## config.mk

```make
export PLATFORM = sky130hd
export DESIGN_NAME = atc_core
export DESIGN_NICKNAME = d
export VERILOG_FILES = /design/src/include/atc_pkg.sv /design/src/hdl/atc_window.sv /design/src/hdl/atc_addr_bus.sv /design/src/hdl/atc_core.sv
export SDC_FILE = /design/constraint.sdc
export NUM_CORES = 2
export LEC_CHECK = 0
export ABC_AREA = 0
export BUFFER_PORTS_ARGS = -buffer_cell sky130_fd_sc_hd__buf_4
export CAP_MARGIN = 20
export CORE_ASPECT_RATIO = 1.4
export CORE_MARGIN = 2
export CORE_UTILIZATION = 52
export DETAILED_ROUTE_END_ITERATION = 10
export PLACE_DENSITY = 0.66
export SYNTH_ARGS = -nofsm -noshare
export SYNTH_HDL_FRONTEND = slang
export SYNTH_SLANG_ARGS = --single-unit
```

## constraint.sdc

```tcl
create_clock -name core_clk -period 4.75 [get_ports core_clk]
set_input_delay 0.475 -clock core_clk [delete_from_list [all_inputs] [get_ports core_clk]]
set_output_delay 0.475 -clock core_clk [all_outputs]
set_load 0.02 [all_outputs]
```

## src/include/atc_pkg.sv

```systemverilog
// How it works
// - a tune request pulse energizes the tune relay and wakes the controller
// - tune hold stays high through the tune cycle, drops when it ends
// - phase and magnitude both in window, with vswr low and rf present, release pad and tune relays
// - after a good tune all bus activity stops and the controller sleeps
// - asleep, button, channel change or vswr fault wakes the controller
// - untunable load or unit failure during a tune raises coupler fault and selects bypass
// - peripheral selects are decoded from upper address byte
// - channel buffer drives the data bus only with its select high and read low
// - the channel port is read periodically to sample the channel code
// - address latch enable pulse captures and holds the low address byte
// - program memory uses latched low byte plus four upper bits on read
// - impedance flags active low, both low illegal, both high in window
// - phase flags active low, both low illegal, both high in window
// - in window during a tune, vswr low and rf present means tune ready
// - each channel stores relay settings with a valid marker code
// - channel change wakes, recalls stored settings, drives network, sleeps
// - ten second timer from each tune command aborts with fault
// - high vswr fault input wakes a sleeping controller into a tune
// - pad switched in on vswr fault while keyed, out on good tune
package atc_pkg;
    localparam int CLK_HZ = 100_000_000;
    localparam int TUNE_LIMIT_S = 10;
    localparam longint TUNE_LIMIT_CYC = longint'(TUNE_LIMIT_S) * CLK_HZ;
    localparam int SAMPLE_PERIOD_CYC = 1024;
    localparam int STEP_CYC = 16;
    // upper address byte page codes
    localparam logic [7:0] PG_PROG = 8'h00;
    localparam logic [7:0] PG_RAMIO = 8'h20;
    localparam logic [7:0] PG_CHMEM = 8'h40;
    localparam logic [7:0] PG_OUTLAT = 8'h60;
    localparam logic [7:0] PG_CHUPD = 8'h80;
    localparam logic [7:0] PG_CHIN = 8'ha0;
    localparam logic [7:0] VALID_MARK = 8'ha5;
    localparam logic [15:0] RELAY_RESET = 16'h0000;
    typedef enum logic [2:0] {
        ST_SLEEP = 3'b000,
        ST_TUNE = 3'b001,
        ST_RECALL = 3'b010,
        ST_STORE = 3'b011,
        ST_FAULT = 3'b100
    } atc_state_e;
endpackage : atc_pkg

```

## src/hdl/atc_window.sv

```systemverilog
`timescale 1ns/1ps
module atc_window
    import atc_pkg::*;
(
    // active-low comparator pair
    input wire logic aboveN,
    input wire logic belowN,
    // decoded
    output logic inWindow,
    output logic above,
    output logic below
);
    always_comb begin
        // both low cannot happen physically; treat as out of window
        inWindow = aboveN & belowN;
        above = ~aboveN & belowN;
        below = aboveN & ~belowN;
    end
endmodule : atc_window

```

## src/hdl/atc_addr_bus.sv

```systemverilog
`timescale 1ns/1ps
module atc_addr_bus
    import atc_pkg::*;
(
    // clock and reset
    input wire logic core_clk,
    input wire logic rstSync_n,
    // processor bus
    input wire logic ale,
    input wire logic [7:0] muxedAddrData,
    input wire logic [7:0] addrHigh,
    input wire logic readStrobe_n,
    // decoded
    output logic [7:0] latchedLow,
    output logic [11:0] progAddr,
    output logic progOe,
    output logic selProg,
    output logic selRamIo,
    output logic selChMem,
    output logic selOutLatch,
    output logic selChUpdate,
    output logic channel_port_select,
    output logic chanDriveEn
);
    logic [7:0] next_latchedLow;
    always_comb begin
        next_latchedLow = ale ? muxedAddrData : latchedLow;
    end
    always_ff @(posedge core_clk or negedge rstSync_n) begin
        if (!rstSync_n) begin
            latchedLow <= 8'h00;
        end else begin
            latchedLow <= next_latchedLow;
        end
    end
    always_comb begin
        selProg = (addrHigh[7:5] == PG_PROG[7:5]);
        selRamIo = (addrHigh[7:5] == PG_RAMIO[7:5]);
        selChMem = (addrHigh[7:5] == PG_CHMEM[7:5]);
        selOutLatch = (addrHigh[7:5] == PG_OUTLAT[7:5]);
        selChUpdate = (addrHigh[7:5] == PG_CHUPD[7:5]);
        channel_port_select = (addrHigh[7:5] == PG_CHIN[7:5]);
        progAddr = {addrHigh[3:0], latchedLow};
        progOe = selProg & ~readStrobe_n;
        chanDriveEn = channel_port_select & ~readStrobe_n;
    end
    latch_hold_a: assert property (@(posedge core_clk) disable iff (!rstSync_n)
        !ale |=> latchedLow == $past(latchedLow)) else $error("address latch drifted");
    chan_drive_a: assert property (@(posedge core_clk) disable iff (!rstSync_n)
        chanDriveEn |-> channel_port_select && !readStrobe_n) else $error("bad chan drive");
endmodule : atc_addr_bus

```

## src/hdl/atc_core.sv

```systemverilog
`timescale 1ns/1ps
module atc_core
    import atc_pkg::*;
#(
    parameter longint TUNE_LIMIT = TUNE_LIMIT_CYC,
    parameter int CHANNELS = 128
)(
    // clock and reset
    input wire logic core_clk,
    input wire logic rst_n,
    // transceiver side
    input wire logic tuneRequest,
    input wire logic front_tune_button,
    input wire logic [7:0] channelLines_n,
    input wire logic txKeyed,
    input wire logic rfPresent_n,
    // comparators
    input wire logic impedance_high_n,
    input wire logic impedance_low_n,
    input wire logic phaseHigh_n,
    input wire logic phaseLow_n,
    input wire logic vswrFault,
    input wire logic unitFailure,
    // tuning network stepping
    input wire logic [15:0] stepRelays,
    // processor bus
    input wire logic ale,
    input wire logic [7:0] muxedAddrDataIn,
    input wire logic [7:0] addrHigh,
    input wire logic readStrobe_n,
    output logic [7:0] muxedAddrDataOut,
    output logic muxedAddrDataOe,
    output logic [11:0] progAddr,
    output logic progOe,
    output logic [5:0] periphSelect,
    // outputs
    output logic tuneHold,
    output logic padRelay,
    output logic coupler_fault_flag,
    output logic bypass,
    output logic tuneReady,
    output logic busActive,
    output logic [15:0] relayDrive
);
    logic rstMeta_n;
    logic rstSync_n;
    always_ff @(posedge core_clk or negedge rst_n) begin
        if (!rst_n) begin
            rstMeta_n <= 1'b0;
            rstSync_n <= 1'b0;
        end else begin
            rstMeta_n <= 1'b1;
            rstSync_n <= rstMeta_n;
        end
    end

    logic magIn, phIn;
    // direction flags unused: stepping pattern comes from stepRelays
    atc_window u_mag (
        .aboveN(impedance_high_n),
        .belowN(impedance_low_n),
        .inWindow(magIn),
        .above(),
        .below()
    );
    atc_window u_ph (
        .aboveN(phaseHigh_n),
        .belowN(phaseLow_n),
        .inWindow(phIn),
        .above(),
        .below()
    );

    logic [7:0] latchedLow;
    logic chanDriveEn;
    atc_addr_bus u_bus (
        .core_clk(core_clk),
        .rstSync_n(rstSync_n),
        .ale(ale),
        .muxedAddrData(muxedAddrDataIn),
        .addrHigh(addrHigh),
        .readStrobe_n(readStrobe_n),
        .latchedLow(latchedLow),
        .progAddr(progAddr),
        .progOe(progOe),
        .selProg(periphSelect[0]),
        .selRamIo(periphSelect[1]),
        .selChMem(periphSelect[2]),
        .selOutLatch(periphSelect[3]),
        .selChUpdate(periphSelect[4]),
        .channel_port_select(periphSelect[5]),
        .chanDriveEn(chanDriveEn)
    );

    // channel store: settings plus marker per channel
    logic [15:0] chSettings [CHANNELS];
    logic [7:0] chMarker [CHANNELS];

    atc_state_e state, next_state;
    logic [35:0] tuneTimer, next_tuneTimer;
    logic [9:0] sampleCnt, next_sampleCnt;
    logic [3:0] stepCnt, next_stepCnt;
    logic [7:0] chanSample, next_chanSample;
    logic [7:0] chanIndex;
    logic next_tuneHold, next_padRelay, next_fault, next_bypass, next_ready;
    logic [15:0] next_relayDrive;
    logic [7:0] next_busOut;
    logic storeEn, tuneWake, chanChange, timeout, goodTune;

    // inverted code: all ones is channel 00; value taken as binary index
    assign chanIndex = ~chanSample;
    assign tuneWake = tuneRequest | front_tune_button | vswrFault;
    assign chanChange = (sampleCnt == 10'(SAMPLE_PERIOD_CYC - 1))
        && (channelLines_n != chanSample);
    assign timeout = (tuneTimer == 36'(TUNE_LIMIT - 1));
    // rf must be present (low) for the tune to count
    assign goodTune = magIn & phIn & vswrFault == 1'b0 & ~rfPresent_n;

    always_comb begin
        next_state = state;
        next_tuneTimer = tuneTimer;
        next_sampleCnt = sampleCnt + 10'h001;
        next_stepCnt = stepCnt;
        next_chanSample = chanSample;
        next_tuneHold = tuneHold;
        next_padRelay = padRelay;
        next_fault = coupler_fault_flag;
        next_bypass = bypass;
        next_ready = tuneReady;
        next_relayDrive = relayDrive;
        storeEn = 1'b0;
        if (chanChange) begin
            next_chanSample = channelLines_n;
        end
        if (vswrFault && txKeyed) begin
            next_padRelay = 1'b1;
        end
        case (state)
            ST_SLEEP: begin
                // bus quiet while asleep
                if (tuneWake) begin
                    next_state = ST_TUNE;
                    next_tuneHold = 1'b1;
                    next_tuneTimer = 36'h0;
                    next_fault = 1'b0;
                    next_bypass = 1'b0;
                    next_ready = 1'b0;
                end else if (chanChange) begin
                    next_state = ST_RECALL;
                end
            end
            ST_TUNE: begin
                next_tuneHold = 1'b1;
                next_tuneTimer = tuneTimer + 36'h1;
                next_stepCnt = stepCnt + 4'h1;
                if (tuneRequest || front_tune_button) begin
                    next_tuneTimer = 36'h0;
                end else if (timeout || unitFailure) begin
                    next_state = ST_FAULT;
                end else if (goodTune && vswrFault == 1'b0) begin
                    next_state = ST_STORE;
                end else if (stepCnt == 4'(STEP_CYC - 1) && !rfPresent_n) begin
                    // rf present: network is stepped to stepRelays once every 16 cycles
                    next_relayDrive = stepRelays;
                end
            end
            ST_STORE: begin
                storeEn = 1'b1;
                next_tuneHold = 1'b0;
                next_padRelay = 1'b0;
                next_ready = 1'b1;
                next_state = ST_SLEEP;
            end
            ST_RECALL: begin
                if (chMarker[chanIndex[6:0]] == VALID_MARK) begin
                    next_relayDrive = chSettings[chanIndex[6:0]];
                end
                next_state = ST_SLEEP;
            end
            ST_FAULT: begin
                next_fault = 1'b1;
                next_bypass = 1'b1;
                next_relayDrive = RELAY_RESET;
                next_tuneHold = 1'b0;
                next_padRelay = 1'b0;
                next_state = ST_SLEEP;
            end
            default: begin
                next_state = ST_SLEEP;
            end
        endcase
    end

    always_comb begin
        next_busOut = chanDriveEn ? channelLines_n : 8'h00;
    end

    always_ff @(posedge core_clk or negedge rstSync_n) begin
        if (!rstSync_n) begin
            state <= ST_SLEEP;
            tuneTimer <= 36'h0;
            sampleCnt <= 10'h000;
            stepCnt <= 4'h0;
            chanSample <= 8'hff;
            tuneHold <= 1'b0;
            padRelay <= 1'b0;
            coupler_fault_flag <= 1'b0;
            bypass <= 1'b0;
            tuneReady <= 1'b0;
            relayDrive <= RELAY_RESET;
            muxedAddrDataOut <= 8'h00;
        end else begin
            state <= next_state;
            tuneTimer <= next_tuneTimer;
            sampleCnt <= next_sampleCnt;
            stepCnt <= next_stepCnt;
            chanSample <= next_chanSample;
            tuneHold <= next_tuneHold;
            padRelay <= next_padRelay;
            coupler_fault_flag <= next_fault;
            bypass <= next_bypass;
            tuneReady <= next_ready;
            relayDrive <= next_relayDrive;
            muxedAddrDataOut <= next_busOut;
        end
    end

    // nonvolatile store has no reset
    always_ff @(posedge core_clk) begin
        if (storeEn) begin
            chSettings[chanIndex[6:0]] <= relayDrive;
            chMarker[chanIndex[6:0]] <= VALID_MARK;
        end
    end

    assign muxedAddrDataOe = chanDriveEn;
    // asleep the bus is quiet
    assign busActive = (state != ST_SLEEP);

    tune_wake_a: assert property (@(posedge core_clk) disable iff (!rstSync_n)
        state == ST_SLEEP && tuneWake |=> state == ST_TUNE && tuneHold) else $error("no wake");
    hold_tune_a: assert property (@(posedge core_clk) disable iff (!rstSync_n)
        state == ST_TUNE |-> ##1 tuneHold) else $error("hold lost in tune");
    store_release_a: assert property (@(posedge core_clk) disable iff (!rstSync_n)
        state == ST_STORE |=> !tuneHold && !padRelay && state == ST_SLEEP)
        else $error("relays not released");
    sleep_quiet_a: assert property (@(posedge core_clk) disable iff (!rstSync_n)
        state == ST_SLEEP |-> !busActive) else $error("bus active asleep");
    fault_bypass_a: assert property (@(posedge core_clk) disable iff (!rstSync_n)
        state == ST_FAULT |=> coupler_fault_flag && bypass) else $error("fault missing");
    timeout_fault_a: assert property (@(posedge core_clk) disable iff (!rstSync_n)
        state == ST_TUNE && timeout && !tuneRequest && !front_tune_button
        |=> state == ST_FAULT ##1 coupler_fault_flag) else $error("timeout ignored");
    illegal_pair_a: assert property (@(posedge core_clk) disable iff (!rstSync_n)
        !impedance_high_n && !impedance_low_n |-> !magIn) else $error("illegal in window");
    recall_sleep_a: assert property (@(posedge core_clk) disable iff (!rstSync_n)
        state == ST_SLEEP && !tuneWake && chanChange |=> state == ST_RECALL ##1 state == ST_SLEEP)
        else $error("recall path broken");
    pad_in_a: assert property (@(posedge core_clk) disable iff (!rstSync_n)
        vswrFault && txKeyed && state != ST_STORE && state != ST_FAULT |=> padRelay)
        else $error("pad not in");
endmodule : atc_core

```

Yosys cells after proc, flatten, opt, wreduce, memory -nomap -nowiden
Memory sizes are Yosys's and may differ from the RTL's.
Cells that the tools add are included.
{"block": "totals", "ff_bits": 99, "ram_bits": 2048, "mem_count": 1, "output_inout_bits": 50}
{"name": "chSettings", "depth": 128, "width": 16, "rd": 1, "rd_ports_with_merged_regs": 0, "write_ports": 1, "line_no": "atc_core.sv:96", "text": "logic [15:0] chSettings [CHANNELS];"}
{"block": "op_classes", "bitwise": 13, "add_sub_neg": 3, "eq_ne": 22, "muxes": 26, "reduce_logical": 23}
{"operator": "2-to-1 mux 16 bit", "count": 5}
{"operator": "2-to-1 mux 36 bit", "count": 2}
{"operator": "one-hot mux 36 bit (2 select lines)", "count": 1}
{"operator": "one-hot mux 16 bit (3 select lines)", "count": 1}
{"operator": "adder 36 x 1 -> 36 bit, second input constant", "count": 1}
{"operator": "== test 36 x 30 -> 1 bit, second input constant", "count": 1}
{"operator": "2-to-1 mux 3 bit", "count": 5}
{"operator": "== test 3 x 2 -> 1 bit, second input constant", "count": 4}
{"operator": "inequality test 2 bit, second input constant", "count": 6}
{"operator": "adder 10 x 1 -> 10 bit, second input constant", "count": 1}
{"operator": "== test 10 bit, second input constant", "count": 1}
{"operator": "== test 3 bit, second input constant", "count": 3}
{"operator": "nonzero test 3 bit", "count": 3}
{"operator": "== test 8 bit, both inputs constant", "count": 1}
{"operator": "2-to-1 mux 8 bit", "count": 1}
{"operator": "inequality test 8 bit", "count": 1}
{"operator": "AND reduction 2 bit", "count": 4}
{"operator": "nonzero test 2 bit", "count": 4}
{"operator": "AND 1 bit", "count": 7}
{"operator": "2-to-1 mux 1 bit", "count": 7}
{"operator": "NOT 7 bit", "count": 1}
{"operator": "== test 3 x 1 -> 1 bit, second input constant", "count": 2}
{"operator": "logical NOT 3 bit", "count": 2}
{"operator": "inequality test 3 bit, second input constant", "count": 2}
{"operator": "13 further kinds", "count": 21}

Logic depth before layout (Yosys ltp)
{"block": "logic_depth", "word_depth": 9, "mapped_depth": 11}

Modules after synthesis
Synthesis repeated with hierarchy kept, for this count alone.
{"block": "hier_totals", "hier_cells": 4765, "hier_area_um2": 83359.9}
{"module": "atc_core", "area_per_inst_um2": 82829.4, "instances": 1, "cells_per_inst": 4722, "seq_area_each_um2": 63786.2}
{"module": "atc_addr_bus", "area_per_inst_um2": 485.5, "instances": 1, "cells_per_inst": 37, "seq_area_each_um2": 200.2}
{"module": "atc_window", "area_per_inst_um2": 22.5, "instances": 2, "cells_per_inst": 3, "seq_area_each_um2": 0.0}

Least setup slack after synthesis
OpenSTA, ideal clock, no wires.
{"block": "synth_timing", "path_type": "reg-to-reg", "start": "reg chanSample[4]", "end": "mem chSettings[79][0] (enable)", "t_arrival_ps": 3140, "setup_slack_ps": 1180, "setup_ps": 431, "path_buffers": 2, "stages_incl_launch_ff": 6, "cell_sequence": "dfstp_2 clkbuf_1 clkbuf_1 nor2b_1 nand3_1 nor4_1"}
{"block": "synth_between", "elab_chain_len": 1}
{"element": "start, declared", "line_no": "atc_core.sv:103", "text": "logic [7:0] chanSample, next_chanSample;"}
{"element": "start signal, assigned", "line_no": "atc_core.sv:217", "text": "chanSample <= next_chanSample;"}
{"element": "NOT 7 bit", "line_no": "atc_core.sv:111", "text": "assign chanIndex = ~chanSample;"}
{"element": "end, declared", "line_no": "atc_core.sv:96"}
Every way passes these cells.

Worst setup path after layout
{"block": "layout_timing", "start": "reg chanSample[1]", "end": "reg relayDrive[11]"}
{"block": "layout_between", "elab_chain_len": 4}
{"element": "NOT 7 bit", "line_no": "atc_core.sv:111"}
{"element": "memory (128 x 16 bit)"}
{"element": "2-to-1 mux 16 bit", "line_no": "atc_core.sv:175", "text": "if (chMarker[chanIndex[6:0]] == VALID_MARK) begin"}
{"element": "one-hot mux 16 bit (3 select lines)", "line_no": "atc_core.sv:138", "text": "case (state)"}
{"element": "end signal, assigned", "line_no": "atc_core.sv:223", "text": "relayDrive <= next_relayDrive;"}
{"element": "end, declared", "line_no": "atc_core.sv:43", "text": "output logic [15:0] relayDrive"}
Every way passes these cells. The select of a mux whose other input is x is not followed.
A chain may end at the register's enable or synchronous reset.

==> run metrics <==
Final Cell Area=96,500 sq um; total CTS buffers=192; die height=485 um; initial drt markers=5,425; post-synthesis mux area share=8.01%; slowest CP cell=dfstp_4; total congestion overflow=0; GPL Wtd Cong=0.857; period utilisation layout=88.3%; Rows=176; Clock Skews=0.0430 ns; CP Launch Type=register; Power Dens Cells=396 nW/um^2; Pins Over Slew Limit=0; Synth cell types=75; DRT Pass-1 Iters=8; HP Class=in -> reg; f_max=239 MHz; hpwl dp=133,000 um; maxcap violations=0; gr usage total=26.5%; I/O Buffers=94; cell mode on critical path=buf_12; crit-path cells=buf_12 -> buf_12 -> mux2_1 -> a221oi_1 -> a21oi_1 -> o311ai_1 -> a31oi_1 -> buf_4 -> a2111o_1; simple-gate share of the synthesized area=3.47%; switching power share of the total=21.6%; Clock Latency Late Sink=0.85 ns; DR WL/cell=29.6 um; DRC viols=0; Reg clk slew, reported paths=0.07 ns; Period minus WS final=4.19 ns; Setup-failing EPs final=0; Synth Area in Compound Gates=11.2%; Worst path max stage delay=1.12 ns; CTS tree=yes; Top Family by Delay on Critical Path=compound AO/OA/AOI/OAI gates; Setup TNS=0 ns; dpl cell area=90,000 sq um; crit path kind=reg -> reg; Flop pwr share=57.4%; cell taking the most area after synthesis=edfxtp_1; die width=347 um; final core occ=58.8%; worst vdd ir=0.413 mV; synth warn=0; post-synthesis net count=5,099; Worst Setup End Kind=register; number of global-route vias before repair=47,903; syn avg cell area=17.0 sq um; initial antenna violation count=5; die area=168,000 sq um; Worst EP required=5.47 ns; Async SR Flop Fraction=4.61%; nets=5,331; largest family of logic cells by synthesized area=compound AO/OA/AOI/OAI gates; top cells by area, synth=edfxtp_1, mux2i_1, dfrtp_1, mux2_1, a221oi_1; top cell type's share of synthesized area=71.7%; Hold Fails Final Rpt=0; via count=48,748; Mapped Cells=5,042; Max-slew headroom=25.5%; Synth Area in Adders=0.0438%; WP data arrival=4.91 ns; Post-Route WL=224,000 um; first-pass GRT wire length=328,000 um; Lkg Pwr=33.1 nW; Ports=104; CTS Buffer Depth=3; worst-path fanout max=43; Logic pwr share=3.0%; synthesized cell area=85,800 sq um; P&R area growth vs syn=12.5%; post-CTS resize count=0; Psw=8.26 mW; H-tree levels=4; post-synthesis sequential area ratio=74.6%; layout cells sized above 1=15.7%; post-route ant nets=0; total setup buffers inserted after CTS=0; largest net degree at the start of global routing=106; status=finished, final reports clean; initial core utilization=52.3%; Synth Area in XOR/XNOR=0.225%; Int Pwr=30.0 mW; commonest register cell after synthesis=edfxtp_1; RSZ-0062 raised after global routing=false; Post-synth EDFFs=2,048; clk sinks=2,147; worst-margin pin slew=1.10 ns; Clk network pwr share=39.6%; post-DR vias/cell=6.44; Worst Path Buf+Inv=3; Core Region=164,000 sq um; Synth Register Bits=2,147; CTS Hold Buffers Added=36; Root Buffer=clkbuf_16
==> kinds of logic (layout without fill, tap and decap cells) <==
logic type,after synthesis,in the layout
compound gates,1235,1235
xor+xnor,22,22
fa+ha+maj,3,3
buf+inv,404,793
flops,2147,2147
mux,593,593
other cells,1,3
simple gates,637,637
==> cell usage in the layout (no fill, tap or decap), types with 74 or more instances in the layout <==
| cell | instances |
|---|---|
| a21oi_1 | 147 |
| a221oi_1 | 195 |
| a22oi_1 | 223 |
| a2bb2oi_1 | 114 |
| buf_4 | 361 |
| clkbuf_16 | 193 |
| dfrtp_1 | 74 |
| edfxtp_1 | 2048 |
| mux2_1 | 181 |
| mux2i_1 | 305 |
| nand2_1 | 170 |
| nand3_1 | 112 |
| nor2_1 | 223 |
| o21ai_0 | 104 |
==> cells in the mapped netlist, types with 20 or more instances <==
cell and n:
edfxtp_1 2048, mux2i_1 305, nor2_1 224, a22oi_1 223, clkbuf_1 200, a221oi_1 195
mux2_1 181, nand2_1 170, a21oi_1 148, a2bb2oi_1 114, nand3_1 112, o21ai_0 104
buf_2 91, dfrtp_1 91, o211a_1 71, o221ai_1 71, mux2_2 49, mux4_2 48
o211ai_1 47, buf_4 43, buf_6 40, o311ai_1 32, a31oi_1 27, buf_1 26
o31ai_1 25, a221o_1 24, o21bai_1 23, a221oi_2 22, nor3_1 21, o32ai_1 20
==> flip-flops by register name, indices dropped and copies added, names as in the netlist <==
signal / flops
tuneTimer: 36
rstMeta_n: 1
chanSample: 8
stepCnt: 4
muxedAddrDataOut: 8
relayDrive: 16
sampleCnt: 10
tuneReady: 1
rstSync_n: 1
state: 3
u_bus.latchedLow: 8
bypass: 1
tuneHold: 1
padRelay: 1
chSettings: 2048
==> worst reg2reg max path: cells and delay by family, from the launching register on <==
kind | cells | cell delay, ns
multiplexers | 1 | 0.37
buffers and inverters | 3 | 0.80
flip-flops | 1 | 1.12
AO/OA/AOI/OAI | 5 | 1.79
==> power groups by stage <==
stage	sequential, mW	combinational [mW]	clock (mW)
3_5_place_dp	22.4	1.06	0
3_3_place_gp	22.3	1.02	0
2_1_floorplan	22.4	0.254	0
5_1_grt	21.9	1.21	16.0
6_report	21.9	1.13	15.1
4_1_cts	22.0	1.10	15.3
==> path summary, 6_finish.rpt <==
kind / start / slack, ns / cells after the start / to
min in group asynchronous: rstSync_n$_DFF_PN0_ / 0.43 / 0 / u_bus.latchedLow[7]$_DFFE_PN0P_
worst max register to register: chanSample[1]$_DFFE_PN1P_ / 0.56 / 9 / relayDrive[11]$_DFFE_PN0P_
worst min register to register: rstMeta_n$_DFF_PN0_ / 0.36 / 0 / rstSync_n$_DFF_PN0_
worst min-delay path: stepRelays[7] / 0.06 / 3 / relayDrive[7]$_DFFE_PN0P_
worst max-delay path: chanSample[1]$_DFFE_PN1P_ / 0.56 / 9 / relayDrive[11]$_DFFE_PN0P_
max in group asynchronous: rstSync_n$_DFF_PN0_ / 3.26 / 1 / sampleCnt[3]$_DFF_PN0_
==> metal layers <==
| layer | wire length, um | vias to the layer above | GRT usage, % |
|---|---|---|---|
| met2 | 112000 | 2150 | 44.5 |
| met1 | 84000 | 25114 | 34.0 |
| li1 | - | 21037 | - |
| met3 | 17400 | 443 | 4.55 |
| met5 | 26 | - | 0 |
| met4 | 10600 | 4 | 11.9 |
==> stage by stage <==
| stage | setup WS (ns) | cells | hold WS [ns] | power [mW] |
|---|---|---|---|---|
| floorplan | 1.18 | 5042 | 0.179 | 22.6 |
| global placement | 0.706 | 7176 | 0.259 | 23.4 |
| detailed placement | 0.688 | 7177 | 0.261 | 23.4 |
| CTS | 0.627 | 7564 | 0.0105 | 38.4 |
| global route | 0.455 | 7568 | 0.0424 | 39.2 |
| finish | 0.557 | 7569 | 0.0556 | 38.2 |
==> layout make-up <==
type                       instances  area, sq um
antenna                            2         5.00
clock buffer                     233         5020
clock inverter                   118         1040
fill                           12046        67600
inverter                           3         11.3
multi-input combinational       2491        19800
sequential                      2147        64100
tap                             2136         2670
timing repair buffer             439         3890
No activity file was read; power rests on OpenSTA's default activity.
